$ cat src/pkg/itd_pkg.sv
// package: register map, field widths and timing for the image/draw setup registers
package itd_pkg;
  // byte bus widths
  localparam int ADDR_W = 23;
  localparam int DATA_W = 16;
  // register byte addresses (even address carries the high byte)
  localparam logic [22:0] ADDR_LINE_COUNT = 23'h7f_ffcc;
  localparam logic [22:0] ADDR_XFER_CTRL  = 23'h7f_ffce;
  localparam logic [22:0] ADDR_START_X    = 23'h7f_ffd0;
  localparam logic [22:0] ADDR_START_Y    = 23'h7f_ffd2;
  localparam logic [22:0] ADDR_END_X      = 23'h7f_ffd4;
  localparam logic [22:0] ADDR_END_Y      = 23'h7f_ffd6;
  localparam logic [22:0] ADDR_COLOR      = 23'h7f_ffd9;
  // field widths
  localparam int LINE_W  = 11;
  localparam int COORDX_W = 11;
  localparam int COORDY_W = 10;
  localparam int COLOR_W = 8;
  localparam int START_BIT = 0;
  // reset values
  localparam logic [10:0] RST_LINE  = 11'h000;
  localparam logic [10:0] RST_X     = 11'h000;
  localparam logic [9:0]  RST_Y     = 10'h000;
  localparam logic [7:0]  RST_COLOR = 8'h00;
  // completion pulse width: about 1 us at 250 MHz
  localparam int CLK_PERIOD_PS = 4000;
  localparam int IRQ_PULSE_NS  = 1000;
  localparam int IRQ_CYCLES    = (IRQ_PULSE_NS * 1000) / CLK_PERIOD_PS;
  localparam int IRQ_CNT_W     = 8;
  localparam logic [7:0] IRQ_LAST = 8'(IRQ_CYCLES - 1);
  typedef enum logic [1:0] { ITD_IDLE, ITD_BUSY, ITD_PULSE } itd_state_t;
endpackage : itd_pkg

$ cat src/core/itd_regs.sv
// file: image transfer and drawing setup register bank
`timescale 1ns/10ps
// Functional notes
// - line count register holds 11 bits
// - byte or word writes accepted
// - writing start bit launches transfer
// - start bit resets zero, self-clears
// - completion gives ~1us low pulse
// - start X holds 11 bits, reset zero
// - start Y holds 10 bits, reset zero
// - end X holds 11 bits, reset zero
// - end Y holds 10 bits, reset zero
// - coordinates shared by fill and line
// - image width register outside this bank
// - source address register outside this bank
module itd_regs (
  input  wire logic                        sys_clk_in,
  input  wire logic                        reset_in,
  input  wire logic [itd_pkg::ADDR_W-1:0]  bus_addr_in,
  input  wire logic [itd_pkg::DATA_W-1:0]  bus_wdata_in,
  input  wire logic                        bus_wr_in,
  input  wire logic                        bus_word_in,
  input  wire logic                        xfer_done_in,
  output logic [itd_pkg::LINE_W-1:0]       image_line_count_out,
  output logic [itd_pkg::COORDX_W-1:0]     draw_start_x_out,
  output logic [itd_pkg::COORDY_W-1:0]     draw_start_y_out,
  output logic [itd_pkg::COORDX_W-1:0]     draw_end_x_out,
  output logic [itd_pkg::COORDY_W-1:0]     draw_end_y_out,
  output logic [itd_pkg::COLOR_W-1:0]      draw_color_palette_out,
  output logic                             start_trigger_out,
  output logic                             xfer_busy_out,
  output logic                             completion_irq_n_out
);
  import itd_pkg::*;

  // registered state of the bank
  typedef struct packed {
    logic [LINE_W-1:0]    line_count;
    logic [COORDX_W-1:0]  start_x;
    logic [COORDY_W-1:0]  start_y;
    logic [COORDX_W-1:0]  end_x;
    logic [COORDY_W-1:0]  end_y;
    logic [COLOR_W-1:0]   color;
    logic                 start_trigger;
    logic                 busy;
    itd_state_t           state;
    logic [IRQ_CNT_W-1:0] irq_cnt;
    logic                 irq_n;
  } itd_state_s_t;

  itd_state_s_t r;
  itd_state_s_t next_r;

  // byte lane decode
  logic [ADDR_W-1:0] even_addr;
  logic              is_odd;
  logic              hi_we;
  logic              lo_we;
  logic [7:0]        hi_byte;
  logic [7:0]        lo_byte;

  // shared register selects
  logic              sel_ctrl;
  logic              sel_color;
  logic              start_req;

  always_comb begin
    next_r    = r;

    is_odd    = bus_addr_in[0];
    even_addr = {bus_addr_in[ADDR_W-1:1], 1'b0};
    hi_we     = bus_wr_in && (bus_word_in || !is_odd);
    lo_we     = bus_wr_in && (bus_word_in || is_odd);
    hi_byte   = bus_word_in ? bus_wdata_in[15:8] : bus_wdata_in[7:0];
    lo_byte   = bus_wdata_in[7:0];

    // control and colour decode
    sel_ctrl  = (even_addr == ADDR_XFER_CTRL);
    sel_color = (even_addr == {ADDR_COLOR[ADDR_W-1:1], 1'b0});
    start_req = hi_we && sel_ctrl && hi_byte[START_BIT];

    unique case (even_addr)
      ADDR_LINE_COUNT: begin
        if (hi_we) begin
          next_r.line_count[LINE_W-1:8] = hi_byte[LINE_W-9:0];
        end
        if (lo_we) begin
          next_r.line_count[7:0] = lo_byte;
        end
      end

      ADDR_START_X: begin
        if (hi_we) begin
          next_r.start_x[COORDX_W-1:8] = hi_byte[COORDX_W-9:0];
        end
        if (lo_we) begin
          next_r.start_x[7:0] = lo_byte;
        end
      end

      ADDR_START_Y: begin
        if (hi_we) begin
          next_r.start_y[COORDY_W-1:8] = hi_byte[COORDY_W-9:0];
        end
        if (lo_we) begin
          next_r.start_y[7:0] = lo_byte;
        end
      end

      ADDR_END_X: begin
        if (hi_we) begin
          next_r.end_x[COORDX_W-1:8] = hi_byte[COORDX_W-9:0];
        end
        if (lo_we) begin
          next_r.end_x[7:0] = lo_byte;
        end
      end

      ADDR_END_Y: begin
        if (hi_we) begin
          next_r.end_y[COORDY_W-1:8] = hi_byte[COORDY_W-9:0];
        end
        if (lo_we) begin
          next_r.end_y[7:0] = lo_byte;
        end
      end

      default: begin
        // control and colour decoded below
        // width register kept elsewhere
      end
    endcase

    // colour sits on the odd byte of its word
    if (lo_we && sel_color) begin
      next_r.color = lo_byte;
    end

    next_r.start_trigger = 1'b0;
    unique case (r.state)
      ITD_IDLE: begin
        if (start_req) begin
          next_r.start_trigger = 1'b1;
          next_r.busy          = 1'b1;
          next_r.state         = ITD_BUSY;
        end
      end

      ITD_BUSY: begin
        // transfer running, starts ignored
        if (xfer_done_in) begin
          next_r.state   = ITD_PULSE;
          next_r.irq_n   = 1'b0;
          next_r.irq_cnt = '0;
        end
      end

      ITD_PULSE: begin
        // low pulse of about 1 us
        if (r.irq_cnt == IRQ_LAST) begin
          next_r.irq_n = 1'b1;
          next_r.busy  = 1'b0;
          next_r.state = ITD_IDLE;
        end else begin
          // count out the pulse width
          next_r.irq_cnt = r.irq_cnt + 8'h01;
        end
      end

      default: begin
        // unused state code falls back to idle
        next_r.busy  = 1'b0;
        next_r.irq_n = 1'b1;
        next_r.state = ITD_IDLE;
      end
    endcase
  end

  always_ff @(posedge sys_clk_in or posedge reset_in) begin
    if (reset_in) begin
      r.line_count    <= RST_LINE;
      r.start_x       <= RST_X;
      r.start_y       <= RST_Y;
      r.end_x         <= RST_X;
      r.end_y         <= RST_Y;
      r.color         <= RST_COLOR;
      r.start_trigger <= 1'b0;
      r.busy          <= 1'b0;
      r.state         <= ITD_IDLE;
      r.irq_cnt       <= '0;
      r.irq_n         <= 1'b1;
    end else begin
      r <= next_r;
    end
  end

  assign image_line_count_out   = r.line_count;
  assign draw_start_x_out       = r.start_x;
  assign draw_start_y_out       = r.start_y;
  assign draw_end_x_out         = r.end_x;
  assign draw_end_y_out         = r.end_y;
  assign draw_color_palette_out = r.color;
  assign start_trigger_out      = r.start_trigger;
  assign xfer_busy_out          = r.busy;
  assign completion_irq_n_out   = r.irq_n;
endmodule : itd_regs

$ cat config.mk
export PLATFORM = sky130hd
export DESIGN_NAME = itd_regs
export DESIGN_NICKNAME = d
export VERILOG_FILES = /design/src/pkg/itd_pkg.sv /design/src/core/itd_regs.sv
export SDC_FILE = /design/constraint.sdc
export NUM_CORES = 1
export LEC_CHECK = 0
export BUFFER_PORTS_ARGS = -buffer_cell sky130_fd_sc_hd__buf_2
export CAP_MARGIN = 30
export CORE_UTILIZATION = 40
export DETAILED_ROUTE_END_ITERATION = 10
export PLACE_DENSITY = 0.71
export SLEW_MARGIN = 10
export SYNTH_ARGS = -nofsm -noshare
export SYNTH_HDL_FRONTEND = slang
export SYNTH_SLANG_ARGS = --single-unit
export TNS_END_PERCENT = 100
$ cat constraint.sdc
create_clock -name sys_clk_in -period 2.42 [get_ports sys_clk_in]
set_input_delay 0.484 -clock sys_clk_in [delete_from_list [all_inputs] [get_ports sys_clk_in]]
set_output_delay 0.484 -clock sys_clk_in [all_outputs]
set_load 0.05 [all_outputs]
* Word-level counts from Yosys, hierarchy flattened
Cells that the tools add are included.
Operators by class: add/subtract/negate cells 1, equality and inequality tests 14, multiplexer cells 11, bitwise gates (word level) 2, reduce and logical (&&, ||, !) cells 24
Operators with widths (count):
- 22-bit == test (second input constant) | 7
- 2-bit AND reduction | 10
- 8-bit one-hot mux with 2 select lines | 1
- 3-bit AND reduction | 4
- 11-bit 2-to-1 mux | 1
- 8-bit by 1-bit adder with 8-bit output (second input constant) | 1
- 8-bit == test (second input constant) | 1
- 8-bit 2-to-1 mux | 1
- 2-bit != test (second input constant) | 4
- 3-bit 2-to-1 mux | 2
- 1-bit one-hot mux with 3 select lines | 2
- 2-bit one-hot mux with 3 select lines | 1
- 1-bit logical AND | 5
- 4-bit 2-to-1 mux | 1
- 2-bit by 1-bit == test with 1-bit output (second input constant) | 1
- 2-bit == test (second input constant) | 1
- 2-bit zero test | 1
- 1-bit logical OR | 2
- 1-bit 2-to-1 mux | 2
- 1-bit NOT | 2
- 2-bit nonzero test | 1
- 1-bit zero test | 1
Storage, ports and cells: bits in registers 74, bits of input ports 44, output and inout port bits 64, logic and storage cells 68

* Longest topological paths before layout
Gate-level depths: netlist of run 1.
depth after elaboration 7, depth in mapped cells 6, gate-level depth less buffers 6

* Least setup slack after synthesis of run 1
OpenSTA, ideal clock, no wires.
kind input-to-reg, start point in bus_addr_in[12] in the netlist's numbering, end point reg r, in the netlist draw_start_y_out[0], setup time 125 ps, data arrival time 1656 ps, required time 2295 ps, setup slack 639 ps, stages on the path 5, path buffers 1, path through nand4_1 -> nor2_1 -> and4_1 -> buf_2 -> mux2_2
On the way: word-level cells in the longest chain between the ends 2
Ends and longest elaborated chain:
- start, declared | RTL line itd_regs.sv:19 | input wire logic [itd_pkg::ADDR_W-1:0] bus_addr_in,
- 22-bit == test | RTL line itd_regs.sv:82 | unique case (even_addr)
- 2-bit AND reduction (no source line)
- end signal, assigned | RTL line itd_regs.sv:193 | r <= next_r;
- end, declared | RTL line itd_regs.sv:51 | itd_state_s_t r;
No other way between the ends. A chain may end at the register's enable or synchronous reset.

* Final worst setup path of run 1
start point in bus_addr_in[5] in the netlist's numbering, end point reg r, in the netlist image_line_count_out[7]
The elaborated chain is that of the path after synthesis.

==> results of run 1 <==
## power by group through the flow
stage                     combinational [W]  clock, W  sequential, W
after floorplan                   0.0000482         0        0.00126
after global placement             0.000114         0        0.00126
after detailed placement           0.000118         0        0.00126
after CTS                          0.000118   0.00111        0.00124
after global routing               0.000131   0.00116        0.00124
final                              0.000115   0.00108        0.00124
## cells in the final DEF, fill, tap and decap left out, types with 4 or more instances in the layout
| master | count |
|---|---|
| o21ai_0 | 4 |
| nor3_1 | 7 |
| mux2_2 | 55 |
| dfrtp_1 | 73 |
| nand4_1 | 9 |
| nand2_1 | 9 |
| nor2_1 | 7 |
| a21oi_1 | 6 |
| buf_2 | 102 |
| buf_4 | 7 |
| clkbuf_8 | 10 |
| nand2b_1 | 4 |
| nand3_1 | 7 |
| inv_1 | 6 |
| mux2_4 | 8 |
## flip-flops by register name, indices dropped and copies added, names as in the netlist
name / flops
draw_start_y_out: 10
draw_end_y_out: 10
xfer_busy_out: 1
draw_end_x_out: 11
completion_irq_n_out: 1
r: 10
start_trigger_out: 1
image_line_count_out: 11
draw_start_x_out: 11
draw_color_palette_out: 8
## critical path, stage by stage
cell	delay [ps]
buf_2	100
nand4b_4	210
nor4_4	420
nand4_2	390
mux2_2	410
## Yosys cell counts (all sizes together), types with 3 or more instances
cell	count
nand2	9
o21ai	4
nand4	11
dfrtp	73
mux2	63
nor2	7
nor4	4
inv	7
a21oi	6
buf	65
and4	3
nand2b	4
nand3	9
nor3	7
## per-stage QoR
stage | power, W | cells
after global routing | 0.00252 | 468
after global placement | 0.00137 | 452
after detailed placement | 0.00138 | 452
final | 0.00244 | 468
after floorplan | 0.00131 | 299
after CTS | 0.00246 | 468
## cell type report
type,count,area [µm²]
clock buffers,10,138
clock inverters,6,88.8
fillers,824,4670
inverters,7,26.3
multi-input cells,153,1350
flip-flops and latches,74,1850
well taps,108,135
repair buffers,110,583
## cell families (layout without fill, tap and decap cells)
kind of cell / count (synthesis) / after routing
flops: 74 / 74
buf+inv: 72 / 133
simple gates: 68 / 68
mux: 63 / 63
compound gates: 18 / 18
fa+ha+maj: 2 / 2
xor+xnor: 2 / 2
## final timing paths
kind	from	to	slack (ps)	depth (start not counted)
setup / recovery	bus_addr_in[5]	image_line_count_out[7]	640	5
hold / removal	reset_in	draw_start_y_out[5]	180	2
setup reg to reg	r[10]	r[6]	730	4
hold reg to reg	xfer_busy_out	xfer_busy_out	500	1
max in group asynchronous	reset_in	draw_end_y_out[3]	1610	3
min in group sys_clk_in	xfer_done_in	r[9]	420	3
## routing by layer
metal | wire length (µm) | vias to the layer above | track usage
met1 | 3580 | 1189 | 0.234
li1 | - | 1109 | -
met2 | 3540 | 77 | 0.269
met4 | 60 | 0 | 0.0586
met3 | 337 | 6 | 0.0319
met5 | 0 | - | 0
==> impl_metrics.json, run 1 <==
{
  "syn_area_um2": 3720,
  "placed_cell_area_um2": 3950,
  "synth_area_leaders": "dfrtp_1, mux2_2, buf_4, mux2_4, nand4_1",
  "max_slew_margin": 0.614,
  "required_ps": 2650,
  "p_leak_nw": 2.26,
  "vias_per_cell": 5.09,
  "async_flop_share": 1.00,
  "start_util": 0.420,
  "drc": 10,
  "yosysUniqueCellTypes": 40,
  "yosysSeqAreaShare": 0.498,
  "grt_antenna_before_repair": 0,
  "synth_xor_xnor_area_share": 0.00471,
  "path_class": "in2reg",
  "yosysTopAreaCell": "dfrtp_1",
  "cts_hold_buf": 0,
  "yosys.area_share.simple": 0.124,
  "cts.sinks": 74,
  "min_path_type": "in2async",
  "synth-compound-area-share": 0.0296,
  "drtPass1Iterations": 8,
  "post_cts_resized": 0,
  "crit_path_end_kind": "flip-flop",
  "worst-path-max-fanout": 8,
  "setup_viol": 0,
  "synth_edf_count": 0,
  "via_count": 2381,
  "power_frac_comb": 0.047,
  "cap_violations": 0,
  "pwr-share-seq": 0.507,
  "ir_drop_mv": 0.301,
  "post_cts.repair.setup_buffers": 0,
  "p_switching_w": 0.000548,
  "diodes": 0,
  "violations": "design-rule violations",
  "grt_max_degree": 27,
  "clkPwrFrac": 0.445,
  "fin_skew_ps": 1.34,
  "finalWirelength_mm": 7.52,
  "first_iter_violations": 53,
  "hold_ws_ps": 181,
  "outcome": "complete, but fails checks",
  "gp_congestion": 0.799,
  "clk_latency_ps": 340,
  "drv_slew": 0,
  "dp_hpwl_mm": 5.68,
  "p_per_area_nw_per_um2": 583,
  "grt_pass1_vias": 2414,
  "ioPinCount": 108,
  "grt_use_total": 0.169,
  "coreArea_um2": 8850,
  "antenna_left": 0,
  "wl_per_cell_um": 16.1,
  "crit_arrival_ps": 2010,
  "final_util": 0.472,
  "htreeDepth": 3,
  "rows": 34,
  "gr-total-overflow": 0,
  "finalHoldViolations": 0,
  "dieArea_um2": 9690,
  "yosysTopAreaCellShare": 0.491,
  "grt_pass1_wl_mm": 12.8,
  "swShare": 0.225,
  "synth_top_family_by_area": "multiplexers",
  "rsz0062_at_grt": "no",
  "synth_nets": 345,
  "synth-seq-cells": 74,
  "cp-start-kind": "primary input",
  "cts_root_buffer": "clkbuf_8",
  "dpl_worst_slack_ps": 228,
  "p_int_w": 0.00189,
  "final_cell_area_um2": 4180,
  "fp.dieW_um": 98.4,
  "layout.nets": 401,
  "drive_gt1_frac": 0.558,
  "tightest_slew_ps": 577,
  "max_freq_ghz": 0.562,
  "synthCells": 299,
  "fin_tns_setup_ps": 0,
  "setup_ws_ps": 640,
  "clockBufferDepth": 2,
  "period_share": 0.735,
  "synthAdderAreaFrac": 0.00673,
  "cts_tree": "done",
  "numCtsBuffers": 9,
  "synth_area_per_cell_um2": 12.4,
  "clk_pin_slew_ps": 80,
  "synthMuxAreaShare": 0.199,
  "ys_warn_count": 0,
  "numPortBuffers": 102,
  "synth_flop_cell": "dfrtp_1",
  "syn_to_final_growth_pct": 12.3,
  "die-height_um": 98.4,
  "period_minus_slack_ps": 1780
}
(Power assumes the default switching activity.)
==> inputs of run 2 (changes only) <==
--- a/config.mk
+++ b/config.mk
@@ -9,7 +9,7 @@
 export CAP_MARGIN = 30
 export CORE_UTILIZATION = 40
 export DETAILED_ROUTE_END_ITERATION = 10
-export PLACE_DENSITY = 0.71
+export PLACE_DENSITY = 0.68
 export SLEW_MARGIN = 10
 export SYNTH_ARGS = -nofsm -noshare
 export SYNTH_HDL_FRONTEND = slang
==> constraint.sdc (replaced) <==
create_clock -name sys_clk_in -period 1.7 [get_ports sys_clk_in]
set_input_delay 0.34 -clock sys_clk_in [delete_from_list [all_inputs] [get_ports sys_clk_in]]
set_output_delay 0.34 -clock sys_clk_in [all_outputs]
set_load 0.05 [all_outputs]
==> impl_metrics.json, run 2 (synthesis gave the netlist of run 1 again) <==
{
  "reg2reg_setup_slack_ps": 180,
  "rsz0062_at_grt": "no",
  "first_iter_violations": 57,
  "clockBufferDepth": 2,
  "dieArea_um2": 9690,
  "final_util": 0.489,
  "total_power_w": 0.00348,
  "dp_hpwl_mm": 5.45,
  "clk_pin_slew_ps": 80,
  "r2r_start": "r[9]",
  "critical-path-top-delay-family": "simple AND/OR/NAND/NOR gates",
  "crit_chain": "buf_2 -> nand4b_4 -> nor3_1 -> and4_1 -> buf_12 -> mux2_2",
  "cts_root_buffer": "clkbuf_8",
  "setup_viol": 0,
  "nFillCells": 797,
  "tightest_slew_ps": 414,
  "clk_latency_ps": 350,
  "ir_drop_mv": 0.424,
  "diodes": 0,
  "cap_violations": 0,
  "final_cells": 483,
  "setup_ws_ps": 137,
  "htreeDepth": 3,
  "drive_gt1_frac": 0.576,
  "final_common_cell": "buf_2",
  "violations": "design-rule violations",
  "grt_antenna_before_repair": 0,
  "drtPass1Iterations": 8,
  "max_stage_delay_ps": 360,
  "rows": 34,
  "finalWirelength_mm": 7.57,
  "rr_worst_depth": 4,
  "post_cts_resized": 0,
  "reg2reg_to": "r[6]",
  "wl_per_cell_um": 15.7,
  "dpl_worst_slack_ps": -208,
  "required_ps": 1940,
  "die-height_um": 98.4,
  "outcome": "complete, but fails checks",
  "period_minus_slack_ps": 1560,
  "post_cts.repair.setup_buffers": 0,
  "start_util": 0.420,
  "cp-start-kind": "primary input",
  "drc": 9,
  "fp.dieW_um": 98.4,
  "cts_hold_buf": 0,
  "cts.sinks": 74,
  "gp_congestion": 0.837,
  "coreArea_um2": 8850,
  "min_path_type": "in2async",
  "final_cell_mix": "buf_2, dfrtp_1, mux2_2",
  "via_count": 2431,
  "syn_to_final_growth_pct": 16.5,
  "gr-total-overflow": 0,
  "grt_max_degree": 75,
  "p_per_area_nw_per_um2": 803,
  "placed_cells": 467,
  "ioPinCount": 108,
  "numPortBuffers": 102,
  "drv_slew": 0,
  "path_class": "in2reg",
  "finalHoldViolations": 0,
  "p_leak_nw": 2.33,
  "vias_per_cell": 5.03,
  "period_share": 0.919,
  "path_buf_inv": 2,
  "grt_pass1_vias": 2376,
  "cts_tree": "done",
  "grt_use_total": 0.166,
  "worst-path-max-fanout": 8,
  "layout.nets": 416,
  "antenna_left": 0,
  "fin_skew_ps": 6.10,
  "cp.depth": 6,
  "cp_slowest_cell": "nor3_1",
  "crit_arrival_ps": 1800,
  "crit_path_end_kind": "flip-flop",
  "max_freq_ghz": 0.640,
  "max_slew_margin": 0.724,
  "numCtsBuffers": 9,
  "grt_pass1_wl_mm": 12.3
}
run 2: changes by cell type in the layout (fill, tap and decap cells not counted):
cell / change
buf_12: +3
buf_4: +12
clkinvlp_4: +1
inv_2: -1
run 2: where the power goes:
group	switching [W]	internal [W]	total, W
Sequential	0.00000000657	0.00176	0.00176
Clock	0.000674	0.000868	0.00154
Combinational	0.000109	0.0000676	0.000177
Total	0.000783	0.00269	0.00348
run 2: metal layers:
layer	wire (µm)	part of all wire	vias to the layer above	track usage
met5	0	0	-	0
met4	121	0.016	0	0.0712
met3	391	0.052	10	0.0362
met2	3480	0.46	85	0.258
met1	3580	0.47	1198	0.224
li1	-	-	1138	-
run 2: per-stage QoR:
| stage | TNS (ps) | instance area [µm²] | hold slack [ps] |
|---|---|---|---|
| 3_3_place_gp | -5600 | 4100 | 476 |
| 2_1_floorplan | 0 | 3720 | 481 |
| 6_report | 0 | 4330 | 71.8 |
| 4_1_cts | 0 | 4330 | 97.4 |
| 3_5_place_dp | -6970 | 4100 | 480 |
| 5_1_grt | 0 | 4330 | 117 |
run 2: final cells by class:
cell class | count | area, µm² | share of cell area
flip-flops and latches | 74 | 1850 | 0.428
clock buffers | 10 | 138 | 0.0318
clock inverters | 6 | 88.8 | 0.0205
well taps | 108 | 135 | 0.0312
multi-input cells | 153 | 1350 | 0.312
inverters | 7 | 30.0 | 0.00693
repair buffers | 125 | 733 | 0.169
run 2: worst max-delay path by stage:
stage | startpoint | end | slack (ps)
after floorplan | bus_addr_in[12] | draw_start_y_out[0] | 60
after global placement | bus_addr_in[5] | draw_start_y_out[3] | -160
after detailed placement | bus_addr_in[5] | draw_start_y_out[7] | -210
after CTS | bus_addr_in[5] | draw_start_y_out[4] | 180
after global routing | bus_addr_in[12] | draw_start_y_out[8] | 100
final | bus_addr_in[5] | draw_start_y_out[4] | 140
run 2: worst min-delay path, cell delays in order:
cell,delay (ps)
buf_2,110
clkinvlp_4,70
buf_12,310
==> inputs of run 3 (changes only) <==
==> constraint.sdc (replaced) <==
create_clock -name sys_clk_in -period 1.52 [get_ports sys_clk_in]
set_input_delay 0.304 -clock sys_clk_in [delete_from_list [all_inputs] [get_ports sys_clk_in]]
set_output_delay 0.304 -clock sys_clk_in [all_outputs]
set_load 0.05 [all_outputs]
==> impl_metrics.json, run 3 (synthesis gave the netlist of run 1 again) <==
{
  "crit_chain": "inv_1 -> ha_1 -> nand3b_1 -> o21bai_1 -> or4_4 -> a21oi_2",
  "rsz0062_at_grt": "yes",
  "grt_use_total": 0.165,
  "min_path_type": "in2async",
  "grt_antenna_before_repair": 0,
  "cp-endpoint": "r[6]",
  "cts_root_buffer": "clkbuf_8",
  "numPortBuffers": 102,
  "cap_violations": 0,
  "die-height_um": 98.4,
  "cp.depth": 6,
  "max_stage_delay_ps": 430,
  "drive_gt1_frac": 0.598,
  "nFillCells": 780,
  "vias_per_cell": 5.03,
  "gp_congestion": 0.818,
  "cts_hold_buf": 0,
  "first_iter_violations": 82,
  "violations": "design-rule violations",
  "syn_to_final_growth_pct": 19.5,
  "drv_slew": 0,
  "reg2reg_to": "r[6]",
  "required_ps": 1810,
  "setup_viol": 0,
  "ioPinCount": 108,
  "antenna_left": 0,
  "final_cell_area_um2": 4440,
  "wl_met1_mm": 3.47,
  "outcome": "complete, but fails checks",
  "cts_tree": "done",
  "final_cells": 489,
  "period_share": 0.957,
  "period_minus_slack_ps": 1460,
  "clk_pin_slew_ps": 80,
  "p_leak_nw": 2.38,
  "finalHoldViolations": 0,
  "finalWirelength_mm": 7.52,
  "crit_path_end_kind": "flip-flop",
  "grt_max_degree": 75,
  "critical-path-top-delay-family": "simple AND/OR/NAND/NOR gates",
  "fin_skew_ps": 2.58,
  "drc": 11,
  "final_cell_mix": "buf_2, dfrtp_1, mux2_2",
  "worst-path-max-fanout": 4,
  "cp-start-kind": "flip-flop",
  "gr-total-overflow": 0,
  "p_per_area_nw_per_um2": 915,
  "rr_worst_depth": 6,
  "final_util": 0.502,
  "setup.worst_path.start": "r[2]",
  "htreeDepth": 3,
  "maxUsedRoutingLayer": "met4",
  "coreArea_um2": 8850,
  "numCtsBuffers": 9,
  "rows": 34,
  "clockBufferDepth": 2,
  "grt_pass1_wl_mm": 12.3,
  "diodes": 0,
  "clk_latency_ps": 350,
  "cts.sinks": 74,
  "cp_slowest_cell": "or4_4",
  "dieArea_um2": 9690,
  "dp_hpwl_mm": 5.44,
  "tightest_slew_ps": 396,
  "met3_length_um": 456,
  "crit_arrival_ps": 1740,
  "final_common_cell": "buf_2",
  "drtPass1Iterations": 7,
  "max_freq_ghz": 0.687,
  "reg2reg_setup_slack_ps": 60,
  "r2r_start": "r[2]",
  "layout.nets": 422,
  "wl_met2_mm": 3.45,
  "placed_cell_area_um2": 4160,
  "ir_drop_mv": 0.480,
  "grt_pass1_vias": 2441,
  "placed_cells": 471,
  "wl_per_cell_um": 15.4,
  "start_util": 0.420,
  "max_slew_margin": 0.734,
  "path_class": "reg2reg",
  "via_count": 2460,
  "fp.dieW_um": 98.4,
  "path_buf_inv": 1
}
==> run 3: changes by cell type in the layout (fill, tap and decap cells not counted), sizes merged <==
| cell | change |
|---|---|
| clkbuf | -1 |
| inv | +1 |
| bufinv | +1 |
| clkinv | -1 |
| buf | +6 |
==> run 3: power by group <==
group / total [W] / internal [W] / switching [W]
clock: 0.00189 / 0.00111 / 0.000788
sequential: 0.00197 / 0.00197 / 0.00000000701
combinational: 0.000206 / 0.0000821 / 0.000124
==> run 3: how the worst min path moves through the flow <==
| stage | startpoint | endpoint | slack, ps | cells past startpoint |
|---|---|---|---|---|
| 6_report | reset_in | draw_end_x_out[1] | 40 | 3 |
| 5_1_grt | reset_in | draw_end_x_out[1] | 60 | 3 |
| 4_1_cts | reset_in | draw_end_x_out[1] | 60 | 3 |
| 3_5_place_dp | reset_in | draw_end_x_out[1] | 450 | 3 |
| 3_3_place_gp | reset_in | draw_end_x_out[1] | 440 | 3 |
| 2_1_floorplan | bus_wdata_in[0] | draw_color_palette_out[0] | 450 | 1 |
==> run 3: cell type report <==
cell class | instances | area [µm²] | area share
clock buffers | 9 | 124 | 0.0279
repair buffers | 131 | 791 | 0.178
flip-flops and latches | 74 | 1850 | 0.417
clock inverters | 7 | 125 | 0.0282
multi-input cells | 153 | 1390 | 0.312
inverters | 7 | 30.0 | 0.00676
well taps | 108 | 135 | 0.0304
==> run 3: worst min-delay path: stages <==
cell	delay, ps
buf_2	110
clkinvlp_4	70
buf_12	320
==> run 3: per-layer routing <==
metal / global-route usage / up-vias
li1: - / 1158
met1: 0.219 / 1200
met2: 0.256 / 89
met3: 0.0390 / 13
met4: 0.0758 / 0
met5: 0 / -
==> run 3: repair_timing <==
action / in CTS / in global routing
endpoints found under the hold margin: 0 / 0
setup endpoints to repair: 0 / 4
setup buffers: 0 / 2
resized for setup: 0 / 4
==> run 3: through the flow <==
step | power, W | setup slack, ps | TNS, ps | hold WS [ps]
2_1_floorplan | 0.00209 | -23.5 | -413 | 452
3_3_place_gp | 0.00221 | -267 | -13710 | 438
3_5_place_dp | 0.00221 | -287 | -15060 | 445
4_1_cts | 0.00412 | 61.3 | 0 | 57.8
5_1_grt | 0.00423 | -30.4 | -30.4 | 62.6
6_report | 0.00407 | 64.6 | 0 | 44.0
